[src/inc/spmc_pkg.sv]
// Shared constants and types of the serial port mode control block.
// Assumes a 32-bit register port with word offsets and a single clock domain.
package spmc_pkg;

	// ****************************************
	// Register offsets
	// ****************************************
	localparam logic [7:0] SPMC_OFF_STATUS = 8'h00;
	localparam logic [7:0] SPMC_OFF_DATA = 8'h04;
	localparam logic [7:0] SPMC_OFF_BAUD = 8'h08;
	localparam logic [7:0] SPMC_OFF_CTRL1 = 8'h0c;
	localparam logic [7:0] SPMC_OFF_CTRL2 = 8'h10;
	localparam logic [7:0] SPMC_OFF_CTRL3 = 8'h14;
	localparam logic [7:0] SPMC_OFF_GTPR = 8'h18;
	localparam logic [7:0] SPMC_OFF_MASK = 8'h1c;

	// ****************************************
	// Status bit positions
	// ****************************************
	localparam int SPMC_ST_CTS = 9;
	localparam int SPMC_ST_TXE = 7;
	localparam int SPMC_ST_TC = 6;
	localparam int SPMC_ST_RXNE = 5;
	localparam int SPMC_ST_ORE = 3;
	localparam int SPMC_ST_NE = 2;
	localparam int SPMC_ST_FE = 1;
	localparam int SPMC_ST_PE = 0;
	localparam int SPMC_ST_W = 10;

	// ****************************************
	// Control one bit positions
	// ****************************************
	localparam int SPMC_C1_UE = 13;
	localparam int SPMC_C1_PCE = 10;
	localparam int SPMC_C1_PS = 9;
	localparam int SPMC_C1_TE = 3;
	localparam int SPMC_C1_RE = 2;

	// ****************************************
	// Widths and reset values
	// ****************************************
	localparam int SPMC_C1_W = 14;
	localparam int SPMC_C2_W = 15;
	localparam int SPMC_C3_W = 11;
	localparam int SPMC_DATA_BITS = 8;
	localparam logic [15:0] SPMC_GTPR_RST = 16'h0000;
	localparam logic [SPMC_ST_W-1:0] SPMC_STATUS_RST = 10'h040;
	localparam logic [17:0] SPMC_IR_PULSE_NUM = 18'h00003;
	localparam int SPMC_IR_PULSE_SHIFT = 4;

	// Third control register, bit 10 down to bit 0
	typedef struct packed {
		logic clear_to_send_irq_en;
		logic clear_to_send_flow_en;
		logic request_to_send_flow_en;
		logic tx_dma_en;
		logic rx_dma_en;
		logic smartcard_en;
		logic parity_nak_en;
		logic half_duplex_sel;
		logic infrared_low_power;
		logic infrared_en;
		logic error_irq_en;
	} spmc_ctrl3_type;

	// Guard time in the high byte, prescaler in the low byte
	typedef struct packed {
		logic [7:0] guard_time;
		logic [7:0] clock_prescale;
	} spmc_gtpr_type;

	typedef enum logic [2:0] {
		SPMC_TX_IDLE = 3'b000,
		SPMC_TX_START = 3'b001,
		SPMC_TX_DATA = 3'b010,
		SPMC_TX_PAR = 3'b011,
		SPMC_TX_STOP = 3'b100,
		SPMC_TX_GUARD = 3'b101
	} spmc_tx_state_type;

	typedef enum logic [2:0] {
		SPMC_RX_IDLE = 3'b000,
		SPMC_RX_START = 3'b001,
		SPMC_RX_DATA = 3'b010,
		SPMC_RX_PAR = 3'b011,
		SPMC_RX_STOP = 3'b100,
		SPMC_RX_NAK = 3'b101
	} spmc_rx_state_type;

endpackage

[src/hw/spmc_top.sv]
// Serial port with flow control, DMA requests, smartcard, half-duplex and infrared modes.
// Assumes register strobes on the clock domain; line and handshake pins are asynchronous.
//
// Function
// - Clear-to-send change raises interrupt when enabled
// - Transmit starts only while clear-to-send input low
// - Clear-to-send loss finishes current character first
// - Data written without clear-to-send waits
// - Request-to-send low only when receiver free
// - Control bit 7 enables transmit DMA requests
// - Control bit 6 enables receive DMA requests
// - Control bit 5 selects smartcard operation
// - Smartcard parity error sends negative acknowledge
// - Control bit 3 selects single-wire half duplex
// - Bit 1 infrared, bit 2 low-power variant
// - Error interrupt only with receive DMA
// - Smartcard guard time delays transmit complete
// - Low-power infrared divides by prescaler value
// - Smartcard clock divides by twice prescaler bits 4 to 0
// - Upper guard/prescaler half reads zero
//
// The strobed register port is this design's own decision.
`timescale 1ns/10ps

module spmc_top
	import spmc_pkg::*;
(
	input wire logic clock,
	input wire logic arst_n,
	input wire logic [7:0] reg_addr,
	input wire logic [31:0] reg_wdata,
	input wire logic reg_write,
	input wire logic reg_read,
	output logic [31:0] reg_rdata,
	input wire logic rx_pin_in,
	input wire logic tx_pin_in,
	output logic tx_pin_out,
	output logic tx_pin_oe_n,
	input wire logic clear_to_send_in_n,
	output logic request_to_send_out_n,
	output logic smartcard_clk_out,
	output logic tx_dma_req,
	output logic rx_dma_req,
	output logic irq
);

	// ****************************************
	// Decoding helper
	// ****************************************
	function automatic logic addr_hit(input logic [7:0] addr, input logic [7:0] off);
		addr_hit = (addr == off);
	endfunction

	// ****************************************
	// Registers
	// ****************************************
	logic [SPMC_C1_W-1:0] ctrl1_reg;
	logic [SPMC_C2_W-1:0] ctrl2_reg;
	spmc_ctrl3_type ctrl3_reg;
	spmc_gtpr_type gtpr_reg;
	logic [15:0] baud_reg;
	logic [SPMC_ST_W-1:0] mask_reg;
	logic [SPMC_ST_W-1:0] status_reg;
	logic [SPMC_ST_W-1:0] status_next;
	logic [7:0] tx_buf_reg;
	logic tx_full_reg;
	logic [7:0] rx_data_reg;

	wire wr_status = reg_write & addr_hit(reg_addr, SPMC_OFF_STATUS);
	wire wr_data = reg_write & addr_hit(reg_addr, SPMC_OFF_DATA);
	wire wr_baud = reg_write & addr_hit(reg_addr, SPMC_OFF_BAUD);
	wire wr_ctrl1 = reg_write & addr_hit(reg_addr, SPMC_OFF_CTRL1);
	wire wr_ctrl2 = reg_write & addr_hit(reg_addr, SPMC_OFF_CTRL2);
	wire wr_ctrl3 = reg_write & addr_hit(reg_addr, SPMC_OFF_CTRL3);
	wire wr_gtpr = reg_write & addr_hit(reg_addr, SPMC_OFF_GTPR);
	wire wr_mask = reg_write & addr_hit(reg_addr, SPMC_OFF_MASK);
	wire rd_data = reg_read & addr_hit(reg_addr, SPMC_OFF_DATA);

	wire uart_en = ctrl1_reg[SPMC_C1_UE];
	wire par_en = ctrl1_reg[SPMC_C1_PCE];
	wire par_odd = ctrl1_reg[SPMC_C1_PS];
	wire tx_en = ctrl1_reg[SPMC_C1_TE] & uart_en;
	wire rx_en = ctrl1_reg[SPMC_C1_RE] & uart_en;

	// ****************************************
	// Pin synchronisers
	// ****************************************
	logic [2:0] sync1_reg;
	logic [2:0] sync2_reg;
	logic cts_prev_reg;

	always_ff @(posedge clock or negedge arst_n) begin
		if (!arst_n) begin
			sync1_reg <= 3'h7;
			sync2_reg <= 3'h7;
			cts_prev_reg <= 1'b1;
		end else begin
			sync1_reg <= {clear_to_send_in_n, tx_pin_in, rx_pin_in};
			sync2_reg <= sync1_reg;
			cts_prev_reg <= sync2_reg[2];
		end
	end

	wire cts_n = sync2_reg[2];
	wire one_wire = ctrl3_reg.half_duplex_sel | ctrl3_reg.smartcard_en;
	wire rx_line = one_wire ? sync2_reg[1] : sync2_reg[0];
	wire cts_change = ctrl3_reg.clear_to_send_flow_en & (cts_n != cts_prev_reg);
	wire cts_ok = ~ctrl3_reg.clear_to_send_flow_en | ~cts_n;

	// ****************************************
	// Bit timing
	// ****************************************
	wire [15:0] bit_div = (baud_reg == 16'h0000) ? 16'h0001 : baud_reg;
	wire [15:0] half_div = {1'b0, bit_div[15:1]};
	wire [17:0] ir_norm_len = (({2'b00, bit_div} * SPMC_IR_PULSE_NUM) >> SPMC_IR_PULSE_SHIFT);
	wire [17:0] ir_lp_len = {10'h000, gtpr_reg.clock_prescale} * SPMC_IR_PULSE_NUM;
	wire [17:0] ir_len = ctrl3_reg.infrared_low_power ? ir_lp_len : ir_norm_len;

	// ****************************************
	// Transmitter
	// ****************************************
	spmc_tx_state_type tx_state_reg;
	spmc_tx_state_type tx_state_next;
	logic [15:0] tx_cnt_reg;
	logic [7:0] tx_bits_reg;
	logic [7:0] tx_shift_reg;
	logic tx_par_reg;

	wire tx_tick = (tx_cnt_reg == bit_div - 16'h0001);
	// start only with data and permission
	wire tx_load = (tx_state_reg == SPMC_TX_IDLE) & tx_full_reg & tx_en & cts_ok;
	wire tx_last_data = (tx_bits_reg == 8'(SPMC_DATA_BITS - 1));
	wire guard_needed = ctrl3_reg.smartcard_en & (gtpr_reg.guard_time != 8'h00);
	wire tx_stop_done = (tx_state_reg == SPMC_TX_STOP) & tx_tick;
	wire guard_done = (tx_state_reg == SPMC_TX_GUARD) & tx_tick &
		(tx_bits_reg == gtpr_reg.guard_time - 8'h01);
	// complete flag after the guard time
	wire tc_set = (tx_stop_done & ~guard_needed) | guard_done;

	always_comb begin
		tx_state_next = tx_state_reg;
		unique case (tx_state_reg)
			SPMC_TX_IDLE: begin
				if (tx_load) begin
					tx_state_next = SPMC_TX_START;
				end
			end
			SPMC_TX_START: begin
				if (tx_tick) begin
					tx_state_next = SPMC_TX_DATA;
				end
			end
			SPMC_TX_DATA: begin
				if (tx_tick && tx_last_data) begin
					tx_state_next = par_en ? SPMC_TX_PAR : SPMC_TX_STOP;
				end
			end
			SPMC_TX_PAR: begin
				if (tx_tick) begin
					tx_state_next = SPMC_TX_STOP;
				end
			end
			// the frame runs on to its stop bit regardless of clear-to-send
			SPMC_TX_STOP: begin
				if (tx_tick) begin
					tx_state_next = guard_needed ? SPMC_TX_GUARD : SPMC_TX_IDLE;
				end
			end
			SPMC_TX_GUARD: begin
				if (guard_done) begin
					tx_state_next = SPMC_TX_IDLE;
				end
			end
			default: begin
				tx_state_next = SPMC_TX_IDLE;
			end
		endcase
	end

	always_ff @(posedge clock or negedge arst_n) begin
		if (!arst_n) begin
			tx_state_reg <= SPMC_TX_IDLE;
			tx_cnt_reg <= 16'h0000;
			tx_bits_reg <= 8'h00;
			tx_shift_reg <= 8'h00;
			tx_par_reg <= 1'b0;
		end else begin
			tx_state_reg <= tx_state_next;
			tx_cnt_reg <= (tx_load || tx_tick) ? 16'h0000 : tx_cnt_reg + 16'h0001;
			if (tx_load) begin
				tx_shift_reg <= tx_buf_reg;
				tx_par_reg <= ^tx_buf_reg ^ par_odd;
				tx_bits_reg <= 8'h00;
			end else if (tx_tick && (tx_state_reg == SPMC_TX_DATA)) begin
				tx_shift_reg <= {1'b0, tx_shift_reg[7:1]};
				tx_bits_reg <= tx_last_data ? 8'h00 : tx_bits_reg + 8'h01;
			end else if (tx_tick && (tx_state_reg == SPMC_TX_GUARD)) begin
				tx_bits_reg <= tx_bits_reg + 8'h01;
			end
		end
	end

	wire tx_bit = (tx_state_reg == SPMC_TX_START) ? 1'b0 :
		(tx_state_reg == SPMC_TX_DATA) ? tx_shift_reg[0] :
		(tx_state_reg == SPMC_TX_PAR) ? tx_par_reg : 1'b1;
	wire tx_active = (tx_state_reg != SPMC_TX_IDLE) & (tx_state_reg != SPMC_TX_GUARD);

	// ****************************************
	// Receiver
	// ****************************************
	spmc_rx_state_type rx_state_reg;
	spmc_rx_state_type rx_state_next;
	logic [15:0] rx_cnt_reg;
	logic [7:0] rx_bits_reg;
	logic [7:0] rx_shift_reg;
	logic rx_low_seen_reg;
	logic rx_prev_reg;
	logic rx_perr_reg;
	logic rx_noise_reg;

	wire rx_tick = (rx_cnt_reg == 16'h0000) & (rx_state_reg != SPMC_RX_IDLE);
	// infrared reception takes any pulse in the bit as zero
	wire rx_sample = ctrl3_reg.infrared_en ? ~(rx_low_seen_reg | ~rx_line) : rx_line;
	wire rx_begin = (rx_state_reg == SPMC_RX_IDLE) & rx_en & ~rx_line;
	wire rx_last_data = (rx_bits_reg == 8'(SPMC_DATA_BITS - 1));
	wire [7:0] rx_word = {rx_sample, rx_shift_reg[7:1]};
	wire rx_stop = (rx_state_reg == SPMC_RX_STOP) & rx_tick;
	wire par_bad = rx_stop & rx_perr_reg;
	// answer a parity error on the line
	wire nak_go = par_bad & ctrl3_reg.smartcard_en & ctrl3_reg.parity_nak_en;
	wire rx_done = rx_stop & ~status_reg[SPMC_ST_RXNE];
	wire rx_overrun = rx_stop & status_reg[SPMC_ST_RXNE];
	wire rx_noisy = rx_tick & (rx_line != rx_prev_reg) & ~ctrl3_reg.infrared_en;

	always_comb begin
		rx_state_next = rx_state_reg;
		unique case (rx_state_reg)
			SPMC_RX_IDLE: begin
				if (rx_begin) begin
					rx_state_next = SPMC_RX_START;
				end
			end
			SPMC_RX_START: begin
				if (rx_tick) begin
					rx_state_next = rx_sample ? SPMC_RX_IDLE : SPMC_RX_DATA;
				end
			end
			SPMC_RX_DATA: begin
				if (rx_tick && rx_last_data) begin
					rx_state_next = par_en ? SPMC_RX_PAR : SPMC_RX_STOP;
				end
			end
			SPMC_RX_PAR: begin
				if (rx_tick) begin
					rx_state_next = SPMC_RX_STOP;
				end
			end
			SPMC_RX_STOP: begin
				if (rx_tick) begin
					rx_state_next = nak_go ? SPMC_RX_NAK : SPMC_RX_IDLE;
				end
			end
			SPMC_RX_NAK: begin
				if (rx_tick) begin
					rx_state_next = SPMC_RX_IDLE;
				end
			end
			default: begin
				rx_state_next = SPMC_RX_IDLE;
			end
		endcase
	end

	always_ff @(posedge clock or negedge arst_n) begin
		if (!arst_n) begin
			rx_state_reg <= SPMC_RX_IDLE;
			rx_cnt_reg <= 16'h0000;
			rx_bits_reg <= 8'h00;
			rx_shift_reg <= 8'h00;
			rx_low_seen_reg <= 1'b0;
			rx_prev_reg <= 1'b1;
			rx_perr_reg <= 1'b0;
			rx_noise_reg <= 1'b0;
		end else begin
			rx_state_reg <= rx_state_next;
			rx_prev_reg <= rx_line;
			rx_low_seen_reg <= rx_tick ? 1'b0 : (rx_low_seen_reg | ~rx_line);
			if (rx_begin) begin
				rx_cnt_reg <= half_div;
				rx_bits_reg <= 8'h00;
				rx_perr_reg <= 1'b0;
				rx_noise_reg <= 1'b0;
			end else if (rx_tick) begin
				rx_cnt_reg <= bit_div - 16'h0001;
				rx_noise_reg <= rx_noise_reg | rx_noisy;
			end else if (rx_state_reg != SPMC_RX_IDLE) begin
				rx_cnt_reg <= rx_cnt_reg - 16'h0001;
			end
			if (rx_tick && (rx_state_reg == SPMC_RX_DATA)) begin
				rx_shift_reg <= rx_word;
				rx_bits_reg <= rx_bits_reg + 8'h01;
			end
			if (rx_tick && (rx_state_reg == SPMC_RX_PAR)) begin
				rx_perr_reg <= (^rx_shift_reg ^ par_odd) != rx_sample;
			end
		end
	end

	// ****************************************
	// Line driver
	// ****************************************
	wire nak_drive = (rx_state_reg == SPMC_RX_NAK);
	wire line_bit = tx_bit & ~nak_drive;
	wire ir_pulse = ~line_bit & ({2'b00, tx_cnt_reg} < ir_len);
	// infrared encodes zeros as short pulses
	wire pin_level = ctrl3_reg.infrared_en ? ir_pulse : line_bit;
	// one-wire modes release the pin when idle
	wire pin_oe_n = ctrl3_reg.smartcard_en ? line_bit :
		ctrl3_reg.half_duplex_sel ? ~(tx_active | nak_drive) : 1'b0;

	// ****************************************
	// Smartcard clock
	// ****************************************
	logic [4:0] sc_cnt_reg;
	logic sc_clk_reg;
	wire [4:0] sc_div = gtpr_reg.clock_prescale[4:0];
	// toggle every prescaler count, bits 7 to 5 ignored
	wire sc_flip = ctrl3_reg.smartcard_en & (sc_div != 5'h00) & (sc_cnt_reg == sc_div - 5'h01);

	always_ff @(posedge clock or negedge arst_n) begin
		if (!arst_n) begin
			sc_cnt_reg <= 5'h00;
			sc_clk_reg <= 1'b0;
		end else begin
			sc_cnt_reg <= (sc_flip || !ctrl3_reg.smartcard_en) ? 5'h00 : sc_cnt_reg + 5'h01;
			sc_clk_reg <= ctrl3_reg.smartcard_en & (sc_clk_reg ^ sc_flip);
		end
	end

	// ****************************************
	// Status, control and data registers
	// ****************************************
	logic [SPMC_ST_W-1:0] st_set;
	always_comb begin
		st_set = '0;
		st_set[SPMC_ST_CTS] = cts_change;
		st_set[SPMC_ST_TC] = tc_set;
		st_set[SPMC_ST_RXNE] = rx_done;
		st_set[SPMC_ST_ORE] = rx_overrun;
		st_set[SPMC_ST_NE] = rx_stop & rx_noise_reg;
		st_set[SPMC_ST_FE] = rx_stop & ~rx_sample;
		st_set[SPMC_ST_PE] = par_bad;
		status_next = status_reg;
		if (wr_status) begin
			status_next = status_reg & ~reg_wdata[SPMC_ST_W-1:0];
		end
		if (rd_data) begin
			status_next[SPMC_ST_RXNE] = 1'b0;
		end
		status_next[SPMC_ST_TXE] = 1'b0;
		status_next = status_next | st_set;
	end

	always_ff @(posedge clock or negedge arst_n) begin
		if (!arst_n) begin
			status_reg <= SPMC_STATUS_RST;
			ctrl1_reg <= '0;
			ctrl2_reg <= '0;
			ctrl3_reg <= '0;
			gtpr_reg <= SPMC_GTPR_RST;
			baud_reg <= 16'h0000;
			mask_reg <= '0;
			tx_buf_reg <= 8'h00;
			tx_full_reg <= 1'b0;
			rx_data_reg <= 8'h00;
		end else begin
			status_reg <= status_next;
			if (wr_ctrl1) begin
				ctrl1_reg <= reg_wdata[SPMC_C1_W-1:0];
			end
			if (wr_ctrl2) begin
				ctrl2_reg <= reg_wdata[SPMC_C2_W-1:0];
			end
			if (wr_ctrl3) begin
				ctrl3_reg <= spmc_ctrl3_type'(reg_wdata[SPMC_C3_W-1:0]);
			end
			// only the low half is stored
			if (wr_gtpr) begin
				gtpr_reg <= spmc_gtpr_type'(reg_wdata[15:0]);
			end
			if (wr_baud) begin
				baud_reg <= reg_wdata[15:0];
			end
			if (wr_mask) begin
				mask_reg <= reg_wdata[SPMC_ST_W-1:0];
			end
			// a written word waits in the buffer
			if (wr_data) begin
				tx_buf_reg <= reg_wdata[7:0];
				tx_full_reg <= 1'b1;
			end else if (tx_load) begin
				tx_full_reg <= 1'b0;
			end
			if (rx_done) begin
				rx_data_reg <= rx_shift_reg;
			end
		end
	end

	// ****************************************
	// Read path and outputs
	// ****************************************
	wire [SPMC_ST_W-1:0] status_view = status_reg | ({{(SPMC_ST_W-1){1'b0}}, ~tx_full_reg} << SPMC_ST_TXE);
	wire [31:0] rd_mux =
		addr_hit(reg_addr, SPMC_OFF_STATUS) ? {22'h000000, status_view} :
		addr_hit(reg_addr, SPMC_OFF_DATA) ? {24'h000000, rx_data_reg} :
		addr_hit(reg_addr, SPMC_OFF_BAUD) ? {16'h0000, baud_reg} :
		addr_hit(reg_addr, SPMC_OFF_CTRL1) ? {18'h00000, ctrl1_reg} :
		addr_hit(reg_addr, SPMC_OFF_CTRL2) ? {17'h00000, ctrl2_reg} :
		addr_hit(reg_addr, SPMC_OFF_CTRL3) ? {21'h000000, ctrl3_reg} :
		addr_hit(reg_addr, SPMC_OFF_GTPR) ? {16'h0000, gtpr_reg} :
		addr_hit(reg_addr, SPMC_OFF_MASK) ? {22'h000000, mask_reg} : 32'h00000000;

	wire cts_irq = ctrl3_reg.clear_to_send_irq_en & status_view[SPMC_ST_CTS];
	// error interrupt only with receive DMA
	wire err_irq = ctrl3_reg.error_irq_en & ctrl3_reg.rx_dma_en &
		(status_view[SPMC_ST_FE] | status_view[SPMC_ST_ORE] | status_view[SPMC_ST_NE]);
	wire irq_next = (|(status_view & mask_reg)) | cts_irq | err_irq;
	// request-to-send high while the receive word is unread
	wire rts_n_next = ctrl3_reg.request_to_send_flow_en & status_reg[SPMC_ST_RXNE];

	always_ff @(posedge clock or negedge arst_n) begin
		if (!arst_n) begin
			reg_rdata <= 32'h00000000;
			tx_pin_out <= 1'b1;
			tx_pin_oe_n <= 1'b0;
			request_to_send_out_n <= 1'b0;
			smartcard_clk_out <= 1'b0;
			tx_dma_req <= 1'b0;
			rx_dma_req <= 1'b0;
			irq <= 1'b0;
		end else begin
			reg_rdata <= reg_read ? rd_mux : 32'h00000000;
			tx_pin_out <= pin_level;
			tx_pin_oe_n <= pin_oe_n;
			request_to_send_out_n <= rts_n_next;
			smartcard_clk_out <= sc_clk_reg;
			tx_dma_req <= ctrl3_reg.tx_dma_en & ~tx_full_reg;
			rx_dma_req <= ctrl3_reg.rx_dma_en & status_reg[SPMC_ST_RXNE];
			irq <= irq_next;
		end
	end

endmodule

[config.mk]
export PLATFORM = sky130hd
export DESIGN_NAME = spmc_top
export DESIGN_NICKNAME = d
export VERILOG_FILES = /design/src/inc/spmc_pkg.sv /design/src/hw/spmc_top.sv
export SDC_FILE = /design/constraint.sdc
export NUM_CORES = 1
export LEC_CHECK = 0
export ABC_CLOCK_PERIOD_IN_PS = 17100
export BUFFER_PORTS_ARGS = -buffer_cell sky130_fd_sc_hd__buf_4
export CAP_MARGIN = 20
export CORE_ASPECT_RATIO = 1.75
export CORE_MARGIN = 2
export CORE_UTILIZATION = 67
export DETAILED_ROUTE_END_ITERATION = 10
export GPL_TIMING_DRIVEN = 0
export PLACE_DENSITY = 0.93
export SYNTH_ARGS = -nofsm -noshare
export SYNTH_HDL_FRONTEND = slang
export SYNTH_SLANG_ARGS = --single-unit
[constraint.sdc]
create_clock -name clock -period 17.1 [get_ports clock]
set_clock_uncertainty 0.2 [all_clocks]
set_input_delay 0.855 -clock clock [delete_from_list [all_inputs] [get_ports clock]]
set_output_delay 0.855 -clock clock [all_outputs]
set_load 0.02 [all_outputs]
==> reports/metrics.yaml <==
grt_first_pass_wirelength_mm: 69.32
overflow: 0
holdWs_ps: 157.4
slowest_delay_ps: 580
cts_buffer_depth: 3
clk_latency_ps: 500
synth.area.top_cells: "dfrtp_1 (39%), mux2_2 (8.6%), ha_1 (6.4%)"
first_pass_iters: 6
fin_tns_setup_ps: 0
portBuffers: 50
dp_hpwl_mm: 33.31
htreeDepth: 1
slowest_stage: "a21boi_0"
syn_avg_cell_area_sq_um: 9.695
fp.dieW_um: 111.5
startpoint: "baud_reg[12]$_DFFE_PN0P_"
critPathCaptureType: "flop"
synth_seq_cells: 219
drive_gt1_share_pct: 16.56
grt_pass1_vias: 12138
fin_nets: 1604
p_int_w: 0.001010
startpoint_type: "flop"
syn_area_sq_mm: 0.01354
routed-via-count: 11860
cp_max_fo: 10
crit_required_ps: 17340
combinationalPowerShare_pct: 29.7
synth_top_area_cell: "dfrtp_1"
diodes: 0
outcome: "completed"
synth_most_common_cell: "dfrtp_1"
r2r-start: "baud_reg[12]$_DFFE_PN0P_"
cts_tree: "built"
syn-instance-count: 1397
synth-warning-count: 0
yosys-top-cells-count: "dfrtp_1 (209), nand2_1 (139), mux2_2 (103)"
rsz0062_at_grt: "false"
nFillCells: 1351
cap_violations: 0
p_leak_nw: 7.122
antenna_found_initial: 0
cts_setup_buffers: 0
cts_root_buffer: "clkbuf_16"
initial_core_util_pct: 68.32
cts_resized: 0
clock_power_share_pct: 30.8
switchingPower_w: 0.0005515
min_from: "sync1_reg[1]$_DFF_PN1_"
dieArea_sq_mm: 0.02141
seq_power_share_pct: 39.6
seq_area_frac_synth_pct: 40.55
power_density_mw_per_mm2: 103.9
ioPinCount: 86
gp_congestion: 0.9993
slew_headroom_pct: 24.72
syn2layout_area_growth_pct: 11.00
min_path_type: "reg2reg"
ant_nets: 0
synth_cell_types: 86
synth.top_cell.area_share_pct: 38.61
core_area_sq_mm: 0.01982
worst_slew_pin_slew_ps: 1120
min_period_ps: 7617
drc: 0
critical_path_class: "reg2reg"
drtIter0Drc: 1178
synth_flop_cell: "dfrtp_1"
fp.dieH_um: 192.1
async_flop_share_pct: 100.0
finalSetupViolCount: 0
wl_mm: 45.41
grt_max_degree: 119
cts_buffers: 21
hold_buffers: 0
vias_per_cell: 6.804
cts.sinks: 219
p_sw_share_pct: 35.32
gr-usage-all-layers_pct: 42.63
fmax_mhz: 131.3
wire_per_inst_um: 26.05
hold_viol: 0
cp.arrival_ps: 7860
synth_edf_count: 0
ir_drop_mv: 0.1167
min_period_over_period_pct: 44.55
slew_violations: 0
clkTransAtPathRegs_ps: 70
num_rows: 68
[cell type report]
class	instances	area, sq um	share of cell area [%]
Sequential cell	219	5493	36.53
Buffer	83	389.1	2.588
Inverter	54	202.7	1.348
Clock buffer	26	594.3	3.953
Clock inverter	8	108.9	0.7240
Multi-Input combinational cell	1056	7522	50.03
Timing Repair Buffer	52	417.9	2.780
Tap cell	245	306.5	2.039
[placed cells by master, fill, tap and decap left out, drive strengths merged, types with 17 or more instances in the layout]
cell,netlist,layout
nand2,139,139
a22oi,18,18
xor2,46,46
nand4,17,17
o21ai,81,81
ha,69,69
nor3,30,30
buf,26,78
a21oi,53,53
inv,54,55
clkbuf,57,83
xnor2,48,48
mux2,103,103
mux2i,25,25
and3,17,17
nand3,48,48
nor2,101,101
nor2b,17,17
dfrtp,209,209
[metal layers]
metal,GRT usage [%],up-vias,wire (um)
met5,0,-,0
met2,73.50,709,22320
met1,44.89,5738,14890
met3,6.848,257,3251
met4,37.42,0,4957
li1,-,5156,-
[power by group through the flow]
stage          clock network (W)  logic, W  registers [W]
4_1_cts                 0.000481  0.000451       0.000615
3_5_place_dp                   0  0.000446       0.000624
2_1_floorplan                  0  0.000316       0.000603
3_3_place_gp                   0  0.000435       0.000622
6_report                0.000480  0.000463       0.000618
5_1_grt                 0.000497  0.000504       0.000621
[critical path: cells and delay by family (launching register included)]
kind,cells,cell delay [ps]
AOI/OAI and AO/OA,13,3060
xor gates and xnor gates,1,130
adders and majority gates,3,1000
buffers and inverters,5,1700
DFF,1,350
and+or+nand+nor,7,1090
[kinds of logic (layout without fill, tap and decap cells)]
kind of cell	Yosys count	after routing	synth area share, %
buf+inv	137	223	4.369
flops	219	219	40.55
compound gates	298	298	14.93
simple gates	443	443	15.94
fa+ha+maj	70	70	6.522
xor+xnor	95	95	6.254
other cells	1	16	0.02769
mux	134	134	11.41
[path summary, 6_finish.rpt]
kind                       depth (start not counted)  slack, ps                       to
min                                                0        160   sync2_reg[1]$_DFF_PN1_
max reg2reg                                       29       9480     tx_pin_out$_DFF_PN1_
min in group asynchronous                          1        210  mask_reg[7]$_DFFE_PN0P_
min reg2reg                                        0        160   sync2_reg[1]$_DFF_PN1_
max in group asynchronous                          2      15490    rx_prev_reg$_DFF_PN1_
max                                               29       9480     tx_pin_out$_DFF_PN1_
[stage by stage]
stage,util (%),cells,area [sq um],total power (W),setup WS (ps)
after CTS,75.84,1743,15030,0.001546,9754
after global routing,75.84,1743,15030,0.001622,9190
after floorplan,-,1412,13600,0.0009187,11740
after global placement,72.05,1707,14280,0.001057,9816
after detailed placement,72.29,1709,14330,0.001070,9789
final,75.84,1743,15030,0.001561,9483
No activity file was read; power rests on OpenSTA's default activity.
